===== config.mk =====
export PLATFORM = sky130hd
export DESIGN_NAME = pucfm_top
export DESIGN_NICKNAME = d
export VERILOG_FILES = /design/src/pucfm_pkg.sv /design/src/pucfm_top.sv
export SDC_FILE = /design/constraint.sdc
export NUM_CORES = 1
export LEC_CHECK = 0
export BUFFER_PORTS_ARGS = -buffer_cell sky130_fd_sc_hd__clkbuf_2
export CORE_UTILIZATION = 50
export CTS_CLUSTER_SIZE = 8
export DETAILED_ROUTE_END_ITERATION = 7
export PLACE_DENSITY = 0.84
export SETUP_SLACK_MARGIN = 0.1
export SYNTH_ARGS = -nofsm -noshare
export SYNTH_HDL_FRONTEND = slang
export SYNTH_SLANG_ARGS = --single-unit

===== constraint.sdc =====
create_clock -name mclk -period 2.2 [get_ports mclk]
set_input_delay 0.22 -clock mclk [delete_from_list [all_inputs] [get_ports mclk]]
set_output_delay 0.22 -clock mclk [all_outputs]
set_load 0.005 [all_outputs]

===== src/pucfm_pkg.sv =====
// Package with register map, field layout and codes for the clock monitor block
`default_nettype none
package pucfm_pkg;
	localparam logic [7:0] ADDR_OSC_CTRL = 8'h00;
	localparam logic [7:0] ADDR_IRQ_FLAG = 8'h04;
	localparam logic [7:0] ADDR_IRQ_EN   = 8'h08;
	localparam logic [7:0] ADDR_IRQ_PRI  = 8'h0c;
	localparam logic [7:0] ADDR_CFG_ONE  = 8'h10;
	localparam logic [7:0] ADDR_CFG_TWO  = 8'h14;
	// osc_control_reg fields
	localparam int OC_PB_LO   = 19;
	localparam int OC_PB_HI   = 20;
	localparam int OC_CURRENT_OSC_SELECT_LO = 12;
	localparam int OC_CURRENT_OSC_SELECT_HI = 14;
	localparam int OC_NEW_OSC_SELECT_LO = 8;
	localparam int OC_NEW_OSC_SELECT_HI = 10;
	localparam int OC_LOCK    = 6;
	localparam int OC_CF      = 3;
	localparam int OC_URC     = 2;
	localparam int OC_SWREQ   = 0;
	// Interrupt control fields
	localparam int IRQ_BIT    = 14;
	localparam int PRI_LO     = 10;
	localparam int PRI_HI     = 12;
	localparam int SUB_LO     = 8;
	localparam int SUB_HI     = 9;
	// Configuration word fields
	localparam int C1_DEFAULT_OSC_CONFIG_LO = 0;
	localparam int C1_DEFAULT_OSC_CONFIG_HI = 2;
	localparam int C1_SM_LO    = 14;
	localparam int C1_SM_HI    = 15;
	localparam logic [31:0] C1_MASK = 32'h0000c007;
	localparam logic [31:0] C2_MASK = 32'h0007ff77;
	localparam int C2_UDIV_LO  = 8;
	localparam int C2_UDIV_HI  = 10;
	localparam int C2_UEN      = 15;
	// Reset values: switching and monitor off, primary oscillator default
	localparam logic [31:0] C1_RESET = 32'h0000c002;
	localparam logic [31:0] C2_RESET = 32'h00000000;
	// Switching/monitor configuration codes
	localparam logic [1:0] SM_BOTH   = 2'h0;
	localparam logic [1:0] SM_SWONLY = 2'h1;
	// Current oscillator codes
	localparam logic [2:0] OSC_FRC      = 3'h0;
	localparam logic [2:0] OSC_FRC_PLL  = 3'h1;
	localparam logic [2:0] OSC_PRIMARY_OSCILLATOR     = 3'h2;
	localparam logic [2:0] OSC_PRIMARY_OSCILLATOR_PLL = 3'h3;
	localparam logic [2:0] OSC_LOW_POWER_RC_OSCILLATOR     = 3'h4;
	localparam logic [2:0] OSC_FRC_DIV  = 3'h7;
	// Timing
	localparam int CLK_NS        = 20;
	localparam int USB_LOCK_NS   = 2000;
	localparam int USB_LOCK_CYC  = (USB_LOCK_NS + CLK_NS - 1) / CLK_NS;
	localparam int PB_SYNC_CYC   = 2;
	localparam int MON_DELAY_TK  = 16;
	localparam int FAIL_WIN_TK   = 2;
	typedef enum logic [1:0] {
		USB_SRC_FRC  = 2'h0,
		USB_SRC_PRIMARY_OSCILLATOR = 2'h1,
		USB_SRC_PLL  = 2'h2
	} pucfm_usb_src_t;
	typedef struct packed {
		pucfm_usb_src_t src;
		logic           pll_div2;
		logic           wake;
	} pucfm_usb_t;
	typedef enum logic [3:0] {
		MON_OFF    = 4'h1,
		MON_DELAY  = 4'h2,
		MON_WATCH  = 4'h4,
		MON_FAILED = 4'h8
	} pucfm_mon_t;
endpackage
`default_nettype wire


===== src/pucfm_top.sv =====
// Peripheral bus divider, USB clock select, two-speed start-up and fail-safe monitor
// How it works
// - Peripheral bus enable pulses at system rate divided by 1, 2, 4 or 8.
// - Peripheral bus never faster than system clock; 1:1 pulses every cycle.
// - Back-to-back peripheral accesses stall the CPU unless ratio is 1:1.
// - Divider only gates the bus enable; system-clock logic unaffected.
// - USB clock from RC, 48 MHz primary, or PLL divided by two.
// - RC clock serves USB only in suspend for wake detect; code holds RC after suspend until an enabled USB PLL locks.
// - Read-only USB PLL lock flag set after nominal lock delay.
// - Lock flag cleared at reset and while no PLL source selected.
// - Two-speed start runs on RC until primary oscillator is stable.
// - Config bits 15:14 enable two-speed and monitor; current source shown.
// - Detected failure forces RC source until reset.
// - Failure loads current source 000, sets fail flag, clears switch request.
// - Failure sets interrupt flag; switch happens even with enable clear.
// - Priority at bits 12:10 and subpriority at bits 9:8.
// - Config 01 switching only; 00 switching plus monitor.
// - Default source 010 primary, 011 primary with PLL.
// - Monitor start delay counts only after internal reset release or wake.
// - Start delay applies only with monitor on and crystal or secondary source.
// - Delay expiring before a slow oscillator starts raises a failure.
// - Source codes: RC with PLL 001, low-power RC 100, divided RC 111.
//
// The placing of the registers and register access over APB were chosen for this implementation.
`default_nettype none
module pucfm_top
	import pucfm_pkg::*;
#(
	parameter int         LOCK_CYC  = pucfm_pkg::USB_LOCK_CYC,
	parameter int         DELAY_TK  = pucfm_pkg::MON_DELAY_TK,
	parameter int         WIN_TK    = pucfm_pkg::FAIL_WIN_TK,
	parameter logic [2:0] SECONDARY_OSCILLATOR_CODE = 3'h5
) (
	input  wire logic        mclk,        // System clock, 50 MHz
	input  wire logic        srst,        // Internal system reset
	input  wire logic        psel,        // APB select
	input  wire logic        penable,     // APB access phase
	input  wire logic        pwrite,      // APB write
	input  wire logic [7:0]  paddr,       // APB byte address
	input  wire logic [31:0] pwdata,      // APB write data
	output logic      [31:0] prdata,      // APB read data
	output logic             pready,      // APB ready
	output logic             pslverr,     // APB unmapped address
	input  wire logic        wake_evt,    // Exit from sleep
	input  wire logic        primary_oscillator_tick,   // Primary oscillator activity pulse
	input  wire logic        primary_oscillator_stable, // Primary start-up criteria met
	input  wire logic        low_power_rc_oscillator_tick,   // Low-power RC time base pulse
	input  wire logic        pb_access,   // CPU peripheral register access
	input  wire logic        usb_suspend, // USB module in suspend
	input  wire logic        usb_activity,// Bus activity seen in suspend
	output logic             pb_clk_en,   // Peripheral bus clock enable
	output logic             cpu_stall,   // CPU stall request
	output logic      [2:0]  sys_src,     // Current system clock source
	output var pucfm_pkg::pucfm_usb_t usb_out // USB clock selection
);
	import pucfm_pkg::*;

	logic [31:0] cfg1_reg, cfg2_reg;
	logic [1:0]  pb_div_reg;
	logic [2:0]  new_osc_select_reg, current_osc_select_reg;
	logic        cf_reg, urc_reg, swreq_reg, lock_reg;
	logic        irqf_reg, irqe_reg;
	logic [4:0]  pri_reg;
	logic [31:0] prdata_reg;
	logic        pready_reg, pslverr_reg;
	logic [2:0]  pb_cnt_reg;
	logic        pb_en_reg, wait_edge_reg, stall_reg;
	logic [1:0]  sync_cnt_reg;
	logic        started_reg, ts_pend_reg;
	pucfm_mon_t  mon_reg, mon_next;
	logic [15:0] dly_cnt_reg, win_cnt_reg, lock_cnt_reg;
	pucfm_usb_t  usb_reg;

	// Bus decode
	wire setup  = psel && !penable;
	wire wr_en  = psel && penable && pwrite && pready_reg;
	wire hit_oc = paddr == ADDR_OSC_CTRL;
	wire hit_if = paddr == ADDR_IRQ_FLAG;
	wire hit_ie = paddr == ADDR_IRQ_EN;
	wire hit_ip = paddr == ADDR_IRQ_PRI;
	wire hit_c1 = paddr == ADDR_CFG_ONE;
	wire hit_c2 = paddr == ADDR_CFG_TWO;
	wire mapped = hit_oc | hit_if | hit_ie | hit_ip | hit_c1 | hit_c2;

	// Configuration decode
	wire [1:0] sm_cfg   = cfg1_reg[C1_SM_HI:C1_SM_LO];
	wire [2:0] dflt_osc = cfg1_reg[C1_DEFAULT_OSC_CONFIG_HI:C1_DEFAULT_OSC_CONFIG_LO];
	wire sw_en    = (sm_cfg == SM_SWONLY) || (sm_cfg == SM_BOTH);
	wire mon_en   = sm_cfg == SM_BOTH;
	wire dflt_pos = (dflt_osc == OSC_PRIMARY_OSCILLATOR) || (dflt_osc == OSC_PRIMARY_OSCILLATOR_PLL);
	wire two_spd  = sw_en && dflt_pos;
	wire dly_src  = dflt_pos || (dflt_osc == SECONDARY_OSCILLATOR_CODE);
	wire use_dly  = mon_en && dly_src;
	wire usb_pll_en  = cfg2_reg[C2_UEN];
	wire pll_used = (current_osc_select_reg == OSC_FRC_PLL) || (current_osc_select_reg == OSC_PRIMARY_OSCILLATOR_PLL);
	wire pll_in   = usb_pll_en && pll_used;
	wire cur_primary_oscillator = (current_osc_select_reg == OSC_PRIMARY_OSCILLATOR) || (current_osc_select_reg == OSC_PRIMARY_OSCILLATOR_PLL);
	// First cycle after internal reset release, or wake from sleep
	wire restart  = !started_reg || wake_evt;

	wire [31:0] oc_rd = {11'h000, pb_div_reg, 4'h0, current_osc_select_reg, 1'b0, new_osc_select_reg,
		1'b0, lock_reg, 2'h0, cf_reg, urc_reg, 1'b0, swreq_reg};
	wire [31:0] rd_mux =
		hit_oc ? oc_rd :
		hit_if ? (32'(irqf_reg) << IRQ_BIT) :
		hit_ie ? (32'(irqe_reg) << IRQ_BIT) :
		hit_ip ? (32'(pri_reg) << SUB_LO) :
		hit_c1 ? cfg1_reg :
		hit_c2 ? cfg2_reg : 32'h0;

	// Peripheral bus divider
	wire [2:0] pb_mask = 3'((4'h1 << pb_div_reg) - 4'h1);
	// Counter runs past the mask after a ratio change, so compare with >=
	wire pb_hit  = pb_cnt_reg >= pb_mask;
	wire pb_busy = wait_edge_reg || (sync_cnt_reg != 2'h0);

	// Monitor
	// Failure is sticky: only srst leaves it, a wake does not
	wire dly_done = dly_cnt_reg >= 16'(DELAY_TK);
	wire win_done = win_cnt_reg >= 16'(WIN_TK);
	logic mon_fail;
	always_comb begin
		mon_next = mon_reg;
		mon_fail = 1'b0;
		case (mon_reg)
			MON_OFF: begin
				if (restart && mon_en)
					mon_next = use_dly ? MON_DELAY : MON_WATCH;
			end
			MON_DELAY: begin
				if (primary_oscillator_stable)
					mon_next = MON_WATCH;
				else if (dly_done) begin
					mon_next = MON_FAILED;
					mon_fail = 1'b1;
				end
			end
			MON_WATCH: begin
				if (!mon_en)
					mon_next = MON_OFF;
				else if (cur_primary_oscillator && win_done) begin
					mon_next = MON_FAILED;
					mon_fail = 1'b1;
				end
			end
			MON_FAILED: mon_next = MON_FAILED;
			default: mon_next = MON_OFF;
		endcase
	end
	wire ts_done = ts_pend_reg && primary_oscillator_stable && !mon_fail && mon_reg != MON_FAILED;

	wire [1:0]  usb_sel  = (usb_suspend && urc_reg) ? USB_SRC_FRC :
		(usb_pll_en ? USB_SRC_PLL : USB_SRC_PRIMARY_OSCILLATOR);
	wire usb_ok = usb_sel != USB_SRC_PLL || lock_reg;

	// APB slave: setup cycle loads the answer, access cycle completes
	// No wait states: pready always follows setup by exactly one cycle
	always_ff @(posedge mclk) begin
		if (srst) begin
			pready_reg  <= 1'b0;
			pslverr_reg <= 1'b0;
			prdata_reg  <= 32'h0;
		end else begin
			pready_reg  <= setup;
			pslverr_reg <= setup && !mapped;
			prdata_reg  <= setup ? rd_mux : 32'h0;
		end
	end

	// Software registers
	always_ff @(posedge mclk) begin
		if (srst) begin
			cfg1_reg   <= C1_RESET;
			cfg2_reg   <= C2_RESET;
			pb_div_reg <= 2'h0;
			new_osc_select_reg   <= OSC_FRC;
			urc_reg    <= 1'b0;
			irqe_reg   <= 1'b0;
			pri_reg    <= 5'h00;
		end else if (wr_en) begin
			if (hit_c1)
				cfg1_reg <= pwdata & C1_MASK;
			if (hit_c2)
				cfg2_reg <= pwdata & C2_MASK;
			if (hit_oc) begin
				pb_div_reg <= pwdata[OC_PB_HI:OC_PB_LO];
				new_osc_select_reg   <= pwdata[OC_NEW_OSC_SELECT_HI:OC_NEW_OSC_SELECT_LO];
				urc_reg    <= pwdata[OC_URC];
			end
			if (hit_ie)
				irqe_reg <= pwdata[IRQ_BIT];
			if (hit_ip)
				pri_reg <= pwdata[PRI_HI:SUB_LO];
		end
	end

	// Hardware-set flags: a failure in the clearing cycle wins
	always_ff @(posedge mclk) begin
		if (srst) begin
			cf_reg    <= 1'b0;
			irqf_reg  <= 1'b0;
			swreq_reg <= 1'b0;
		end else begin
			if (mon_fail)
				cf_reg <= 1'b1;
			else if (wr_en && hit_oc)
				cf_reg <= pwdata[OC_CF];
			if (mon_fail)
				irqf_reg <= 1'b1;
			else if (wr_en && hit_if)
				irqf_reg <= pwdata[IRQ_BIT];
			// Held low while switching is disabled
			if (mon_fail || !sw_en)
				swreq_reg <= 1'b0;
			else if (wr_en && hit_oc)
				swreq_reg <= pwdata[OC_SWREQ];
		end
	end

	// Divider and stall; system-clock logic never sees the enable
	always_ff @(posedge mclk) begin
		if (srst) begin
			pb_cnt_reg    <= 3'h0;
			pb_en_reg     <= 1'b0;
			wait_edge_reg <= 1'b0;
			sync_cnt_reg  <= 2'h0;
			stall_reg     <= 1'b0;
		end else begin
			pb_cnt_reg <= pb_hit ? 3'h0 : 3'(pb_cnt_reg + 3'h1);
			pb_en_reg  <= pb_hit;
			if (pb_access && pb_div_reg != 2'h0 && !pb_busy)
				wait_edge_reg <= 1'b1;
			else if (wait_edge_reg && pb_hit)
				wait_edge_reg <= 1'b0;
			if (wait_edge_reg && pb_hit)
				sync_cnt_reg <= 2'(PB_SYNC_CYC);
			else if (sync_cnt_reg != 2'h0)
				sync_cnt_reg <= 2'(sync_cnt_reg - 2'h1);
			stall_reg <= pb_access && pb_busy && pb_div_reg != 2'h0;
		end
	end

	// Current source, two-speed start-up and monitor counters
	always_ff @(posedge mclk) begin
		if (srst) begin
			started_reg <= 1'b0;
			ts_pend_reg <= 1'b0;
			current_osc_select_reg    <= OSC_FRC;
			mon_reg     <= MON_OFF;
			dly_cnt_reg <= 16'h0;
			win_cnt_reg <= 16'h0;
		end else begin
			started_reg <= 1'b1;
			mon_reg     <= mon_next;
			if (mon_fail || mon_reg == MON_FAILED) begin
				current_osc_select_reg    <= OSC_FRC;
				ts_pend_reg <= 1'b0;
			end else if (restart) begin
				current_osc_select_reg    <= two_spd ? OSC_FRC : dflt_osc;
				ts_pend_reg <= two_spd;
			end else if (ts_done) begin
				current_osc_select_reg    <= dflt_osc;
				ts_pend_reg <= 1'b0;
			end
			if (restart)
				dly_cnt_reg <= 16'h0;
			else if (mon_reg == MON_DELAY && low_power_rc_oscillator_tick)
				dly_cnt_reg <= 16'(dly_cnt_reg + 16'h1);
			// Window spans whole RC ticks, so edges are never missed
			if (primary_oscillator_tick || mon_reg != MON_WATCH)
				win_cnt_reg <= 16'h0;
			else if (low_power_rc_oscillator_tick)
				win_cnt_reg <= 16'(win_cnt_reg + 16'h1);
		end
	end

	// USB PLL lock and clock selection
	always_ff @(posedge mclk) begin
		if (srst) begin
			lock_cnt_reg <= 16'h0;
			lock_reg     <= 1'b0;
			usb_reg      <= '{src: USB_SRC_FRC, pll_div2: 1'b0, wake: 1'b0};
		end else begin
			if (!pll_in) begin
				lock_cnt_reg <= 16'h0;
				lock_reg     <= 1'b0;
			end else if (lock_cnt_reg >= 16'(LOCK_CYC))
				lock_reg <= 1'b1;
			else
				lock_cnt_reg <= 16'(lock_cnt_reg + 16'h1);
			if (usb_ok)
				usb_reg.src <= pucfm_usb_src_t'(usb_sel);
			usb_reg.pll_div2 <= usb_ok ? (usb_sel == USB_SRC_PLL) :
				usb_reg.pll_div2;
			usb_reg.wake <= usb_suspend && urc_reg && usb_activity;
		end
	end

	assign prdata    = prdata_reg;
	assign pready    = pready_reg;
	assign pslverr   = pslverr_reg;
	assign pb_clk_en = pb_en_reg;
	assign cpu_stall = stall_reg;
	assign sys_src   = current_osc_select_reg;
	assign usb_out   = usb_reg;
endmodule
`default_nettype wire

==> results of run 1 <==
-- timing repair --
action,in CTS,in global routing
setup buffers,0,1
setup endpoints to repair,0,4
hold buffers,25,0
hold endpoints to repair,35,0
gates resized for setup,0,4
-- placed cells by master (no fill, tap or decap), drive strengths merged, types with 17 or more instances in the layout --
cell / n
xnor2: 17
inv: 17
dlygate4sd3: 25
nor2: 76
and2: 19
nor3: 19
dfxtp: 128
a21oi: 33
clkbuf: 89
mux2i: 24
nand2: 73
-- worst paths after layout --
check,startpoint,end,slack (ps),cells after the start
max,mon_reg[2],sys_src[1],220,4
min,pwdata[3],cf_reg,20,3
min reg2reg,cfg2_reg[17],cfg2_reg[17],450,2
max reg2reg,mon_reg[2],sys_src[1],220,4
-- cell families after synthesis --
family / after synthesis / synth area share, %
AND/OR/NAND/NOR: 274 / 26.4
flip-flops: 128 / 48.5
AO/OA/AOI/OAI: 68 / 8.22
buffers and inverters: 47 / 4.41
XOR/XNOR: 33 / 5.47
multiplexers: 24 / 4.55
adder cells (fa/ha/maj): 10 / 2.37
other: 1 / 0.0710
-- worst min-delay path: stages --
cell and delay, ps:
clkbuf_2 80, mux2i_1 60, a21oi_1 130
-- metal layers --
metal	wire [microns]	share of wire [%]
met3	856	6.8
met1	5190	41
met5	0	0
met2	6220	49
met4	329	2.6
-- power groups by stage --
stage                     Sequential [mW]  Clock [mW]  Combinational (mW)
after floorplan                      2.38           0              0.0870
after global placement               2.39           0               0.137
after detailed placement             2.39           0               0.142
after CTS                            2.34        2.71               0.176
after global routing                 2.34        2.82               0.198
final                                2.34        2.71               0.182
-- synth_stat cells, drive strengths merged, types with 8 or more instances --
library cell,count,area (sq um)
mux2i,24,240
nor2,76,285
nand2,73,274
and2,19,119
dfxtp,128,2560
inv,16,60.1
nand4,16,106
ha,10,125
nand3,14,70.1
xnor2,17,149
buf,21,135
a21oi,33,165
clkbuf,10,37.5
nor3,19,116
nor4,10,75.1
xor2,16,140
nand2b,8,50.1
-- stage by stage --
step	utilization, %	cell area [sq um]	total power, mW	setup WS [ps]	cells
floorplan	-	5320	2.47	453	596
global placement	56.1	5770	2.52	336	784
detailed placement	56.1	5770	2.53	275	784
CTS	64.2	6600	5.22	222	841
global route	64.5	6630	5.35	97.3	842
finish	64.5	6630	5.23	218	842
-- layout make-up --
type	instances	area [sq um]
inverters	16	60.1
well taps	136	170
fillers	749	3650
clock buffers	19	442
clock inverters	13	138
repair buffers	109	706
multi-input cells	421	2550
flip-flops and latches	128	2560
==> results, run 1 <==
- For the worst setup path, the data arrival time is 2400 ps.
- In the routed layout, each cell is associated on average with a via count of approximately 5.5.
- The met3 routing resource usage after global routing is ~6.7%.
- The average routed wire per standard cell is approximately 15 microns.
- The type of the tightest min-delay check is input pin to flop.
- The maximum number of pins on one net before global-route repair is 33.
- The count of yosys warnings during synthesis is 0.
- The met2 usage is between 30 and 40%.
- The total negative slack is 0 ps.
- The critical path goes through or4b_1 > nor3_2 > a32oi_2 > a2111oi_2.
- The number of global-route vias before repair is 4,496.
- The congestion estimate from routability-driven global placement came to approximately 0.8.
- Summed over all nets, the switching power comes to ~1.1 mW.
- The worst path needs slightly below 2000 ps of the cycle, external delays included.
- The flow ran to the end, and the final reports show no timing, DRC or antenna violations.
- met2 is the most crowded layer.
- The number of pins exceeding their max-slew limit in the final report came to 0.
- The cell sitting at the root of the clock tree is a clkbuf_8.
- Setup repair after global routing left no endpoint under its margin.
- For this run, the top clock speed supported by timing is ~0.50 GHz.
- The number of nets still failing antenna checks after routing is 0.
- The critical path buffer and inverter count is 0.
- The number of CTS-inserted buffers is 17.
- The number of detailed-routing iterations run before antenna repair is 5.
- After the first detailed-routing iteration, the DRC count stood at 330.
- The minimum hold slack is around 20 ps.
- The area of the mapped netlist is between 5000 and 6000 sq um.
- After detailed routing, the number of remaining DRC violations is 0.
- Summed over all layers, the routed wires come to approximately 13,000 microns.
- The worst-case IR drop observed on VDD is between 0.7 and 0.8 mV.
- The initial utilization of the core area, before any placement, comes to between 50 and 60%.
- The total via count after detailed routing is 4,603.
- Grouping stages by cell kind, the critical path spends the most delay in simple AND/OR/NAND/NOR gates.
- In this run the standard cell core region covers around 10,000 sq um.
- The area added between synthesis and finish is 25.6%.
- The maximum count of clock buffers along a single path is 2.
- The capturing element type of the critical path is a flop.
- Of the total power, combinational logic draws ~3.5%.
- The clock network power share is between 50% and 60%.
- On the worst path, the slowest cell contributes a delay of a little over 500 ps.
- The register with the most flip-flops in the layout has 20 of them.
- The number of endpoints with negative hold slack in the final report is 0.
- The site row count is 37.
- 0 antenna diodes ended up in the layout.
- The die boundary height is between 100 and 150 microns.
- At the pin with the least slew margin, the transition time is ~530 ps.
- For this run, the leading register cell type out of synthesis is dfxtp_1.
- The highest net fanout along the worst path is 7.
- The gate count of the mapped netlist is between 500 and 600.
- The width of the die is approximately 100 microns.
- The average instance area after synthesis is between 9 and 10 sq um.
- STA classifies the critical path startpoint as a flop.
- The floorplan step defined a die boundary enclosing around 11,000 sq um.
- The latest clock arrival within the worst-skew pair is approximately 520 ps.
- The initial antenna violation count is 0.
- The count of buffers inserted at the top-level ports is 70.
- Dividing total power by cell area gives a power density of 789 nW/um^2.
- Sequential cells were found to cover 48.5% of the synthesized design area.
- Between clock sinks in the finished design, the worst skew comes to between 8 and 9 ps.
- After clock tree synthesis, the clock-pin slew on the worst setup and hold paths is 60 ps.
- During I/O placement, the number of pins put on the boundary was 95.
- The TritonCTS sink count is about 130.
- The first global-routing pass estimated 20,900 microns of wire.
- The number of maximum-capacitance constraint violations is 0.
- In the synthesized netlist the async set-or-reset flop fraction comes to 0%.
- The number of nets in the layout is between 700 and 800.
- The switching share of power is 21.9%.
- Counting flops and latches in the post-synthesis netlist gives around 130.
- The total overflow left after global routing is 0.
- Internal power comes to 4.08 mW.
- For met1 alone, demand over resource in global routing was around 28%.
- The synthesized design contains 0 enable-type register cells.
- The global-route usage over all layers is between 20% and 30%.
- At the worst endpoint, the required time is ~2600 ps.
- Detailed placement finished with a half-perimeter wire length of about 8000 microns.
- Of the cells placed in the final design, the portion with a size suffix greater than 1 is 18.6%.
- TritonCTS built the clock tree.
- The final-report setup violation count is 0.
- The count of different cell masters after synthesis is 53.
- In this run the static leakage power is between 2 and 3 nW.
- The highest-delay cell along the critical path is or4b_1.
- The maximum level of the CTS H-tree is 4.
- Of the available clock period, the critical path in the final layout requires 90.1%.
- In this run, flip-flops and latches consume about 45% of the power.
- The relative slew slack is about 64%.
- The critical path is of the flop to flop type.
Power figures use the tool's default switching activity.
==> run 2, diff against run 1 <==
GPL_TIMING_DRIVEN = 0   (was not set)
==> results, run 2 (synthesis gave the netlist of run 1 again) <==
- The TritonCTS sink count was 128 (unchanged).
- The number of CTS-inserted buffers is 17 (unchanged).
- The share of layout cells above drive strength 1 is 19.4% (+0.84 points).
- The setup slack of the most critical reg-to-reg path is 170 ps (-50 ps).
- The share of the clock period used by the worst path is 92.3% (+2.2 points).
- The post-layout worst setup margin is 169 ps (-48.8 ps).
- In the layout the commonest cells are 127 x dfxtp_1, 75 x nor2_1, 73 x nand2_1, 69 x clkbuf_2, 32 x a21oi_1.
- The number of nets still failing antenna checks after routing was 0 (unchanged).
- The area added between synthesis and finish is 27.1%.
- The cell family contributing the most delay on the critical path is simple AND/OR/NAND/NOR gates.
- The first-pass GRT wire length is 21,600 microns (+3.5%).
- The highest-delay cell along the critical path is or4b_1.
- The kind of launch point of the worst setup path is a flop.
- The final critical-path required period was 2030 ps (+48.8 ps).
- The worst register-to-register path ends at sys_src[1].
- The die boundary height is 105 microns (unchanged).
- The clock tree from TritonCTS is built.
- The number of endpoints with negative hold slack in the final report was 0 (unchanged).
- The total leakage power came to 2.59 nW (+2.0%).
- The cell count along the critical path was 4 (unchanged).
- The maximum level of the CTS H-tree is 4 (unchanged).
- The number of pins exceeding their max-slew limit in the final report was 0 (unchanged).
- The total negative slack was 0 ps (unchanged).
- The post-place setup slack is -10.8 ps (-286 ps).
- The arrival time at the worst endpoint is 2450 ps (+50 ps).
- The routability-driven placement congestion ratio is 0.865 (+8.0%).
- Clock tree synthesis selected as its root buffer the cell clkbuf_8.
- The pin slew with the least headroom to its limit was 687 ps (+155 ps).
- The latest clock arrival within the worst-skew pair is 530 ps (about the same).
- The start-to-end type of the worst setup path is flop to flop.
- The number of top-level design ports is 95 (unchanged).
- The number of fill cells in the layout was 751 (+0.27%).
- The placeable core area is 10,300 sq um (unchanged).
- The number of violations reported at the end of detailed-routing iteration 0 was 381 (+15%).
- The maximum number of pins on one net before global-route repair is 17 (-48%).
- The count of buffers inserted at the top-level ports is 69 (-1.4%).
- The origin of the critical flop-to-flop path is mon_reg[2].
- The cell count after placement is 801 (+2.2%).
- The critical path buffer and inverter count is 0 (unchanged).
- The global-route usage over all layers is 24.6% (+0.80 points).
- In this run the worst setup path terminates at sys_src[1].
- The number of nets in the layout came to 771 (+2.1%).
- The cell area after layout is 6710 sq um (+1.2%).
- The CTS clock-pin slew for the worst setup and hold paths is 60 ps (about the same).
- The total via count after detailed routing is 4,742 (+3.0%).
- The detailed placer's ending HPWL came to 8680 microns (+8.0%).
- The maximum operating frequency is 0.492 GHz (-2.4%).
- The type of the tightest min-delay check is input pin to flop.
- The leading cell type in the layout, fill and taps excluded is dfxtp_1.
- The site row count came to 37 (unchanged).
- The number of antenna cells inserted came to 0 (unchanged).
- The final-report setup violation count is 0 (unchanged).
- The average routed wire per standard cell is 15.5 microns (+3.9%).
- The critical path goes through or4b_1 > nor3_2 > a32oi_1 > a2111oi_2.
- The die footprint came to 11,000 sq um (unchanged).
- The number of detailed-routing iterations run before antenna repair came to 6 (+1).
- The total DRC errors in the routed layout came to 0 (unchanged).
- The width of the die came to 105 microns (unchanged).
- The count of non-filler cells in the finished layout is 858 (+1.9%).
- The required time of the critical path was 2620 ps (about the same).
- The number of global-route vias before repair was 4,604 (+2.4%).
- The residual overflow from global routing was 0 (unchanged).
- The capturing element type of the critical path is a flop.
- The worst voltage drop across the vdd grid is 0.627 mV (-16%).
- The placement-stage cell area is 5840 sq um (+1.2%).
- The relative slew slack is 53.9% (-10 points).
- The power density over cell area came to 783 nW/um^2 (-0.69%).
- Setup repair after global routing left no endpoint under its margin.
- The routed via count divided by cell count is 5.53 (+1.1%).
- The starting utilization of the core area came to 51.4% (unchanged).
- The number of maximum-capacitance constraint violations came to 0 (unchanged).
- The stage delay of the slowest cell on the critical path is 510 ps (about the same).
- The maximum count of clock buffers along a single path was 2 (unchanged).
- The cell count of the worst reg-to-reg path is 4 (unchanged).
- The start point of the critical path is mon_reg[2].
- The run finished with clean final reports.
- The clock skew after layout is 8.59 ps (-0.389 ps).
- The initial antenna violation count was 0 (unchanged).
- The total wirelength of the detailed-routed design is 13,300 microns (+5.9%).
- The number of flip-flops under the largest register name is 20 (unchanged).
- The highest net fanout along the worst path is 7 (unchanged).
==> run 2: power breakdown <==
group | total, mW | switching [mW] | internal, mW | leakage (nW)
clock network | 2.72 | 1.09 | 1.63 | 0.280
registers | 2.34 | 0.0106 | 2.33 | 1.03
logic | 0.201 | 0.106 | 0.0951 | 1.28
total | 5.26 | 1.21 | 4.05 | 2.59
==> run 2: worst min-delay path by stage <==
stage,from,slack [ps],end,cells after the start
detailed placement,penable,450,pready,2
CTS,pwdata[2],10,cfg2_reg[2],3
global placement,pb_cnt_reg[0],430,pb_cnt_reg[0],1
finish,pwdata[3],10,cf_reg,3
global route,pwdata[3],20,cf_reg,3
floorplan,penable,320,pready,1
==> run 2: layout make-up <==
class / count / area, sq um / share of cell area (%)
well taps: 136 / 170 / 2.54
multi-input cells: 421 / 2570 / 38.4
plain buffers: 31 / 173 / 2.57
clock inverters: 15 / 163 / 2.42
inverters: 16 / 60.1 / 0.895
flip-flops and latches: 128 / 2560 / 38.2
repair buffers: 94 / 593 / 8.84
clock buffers: 17 / 414 / 6.17
==> run 2: metal layers <==
metal	wire length, microns	vias up	track usage, %
met2	6540	234	41.8
met1	5330	2221	28.8
met3	1010	53	6.61
met5	0	-	0
met4	453	0	11.9
li1	-	2234	-
==> run 2: timing repair <==
action / 4_1_cts / 5_1_grt
endpoints found under the hold margin: 30 / 1
hold buffers: 23 / 1
setup endpoints to repair: 1 / 18
pin swaps: 0 / 1
setup buffers: 0 / 1
gates resized for setup: 1 / 8
==> run 2: per-stage QoR <==
step | util [%] | power (mW) | hold slack [ps]
after floorplan | - | 2.47 | 319
after global placement | 56.8 | 2.54 | 433
after detailed placement | 56.8 | 2.54 | 446
after CTS | 64.7 | 5.23 | 9.74
after global routing | 65.3 | 5.40 | 23.4
final | 65.3 | 5.26 | 14.6
==> run 2: worst min-delay path: cells and delay by family <==
family	cells	cell delay, ps
buffers and inverters	1	80
muxes	1	70
AOI/OAI and AO/OA	1	130
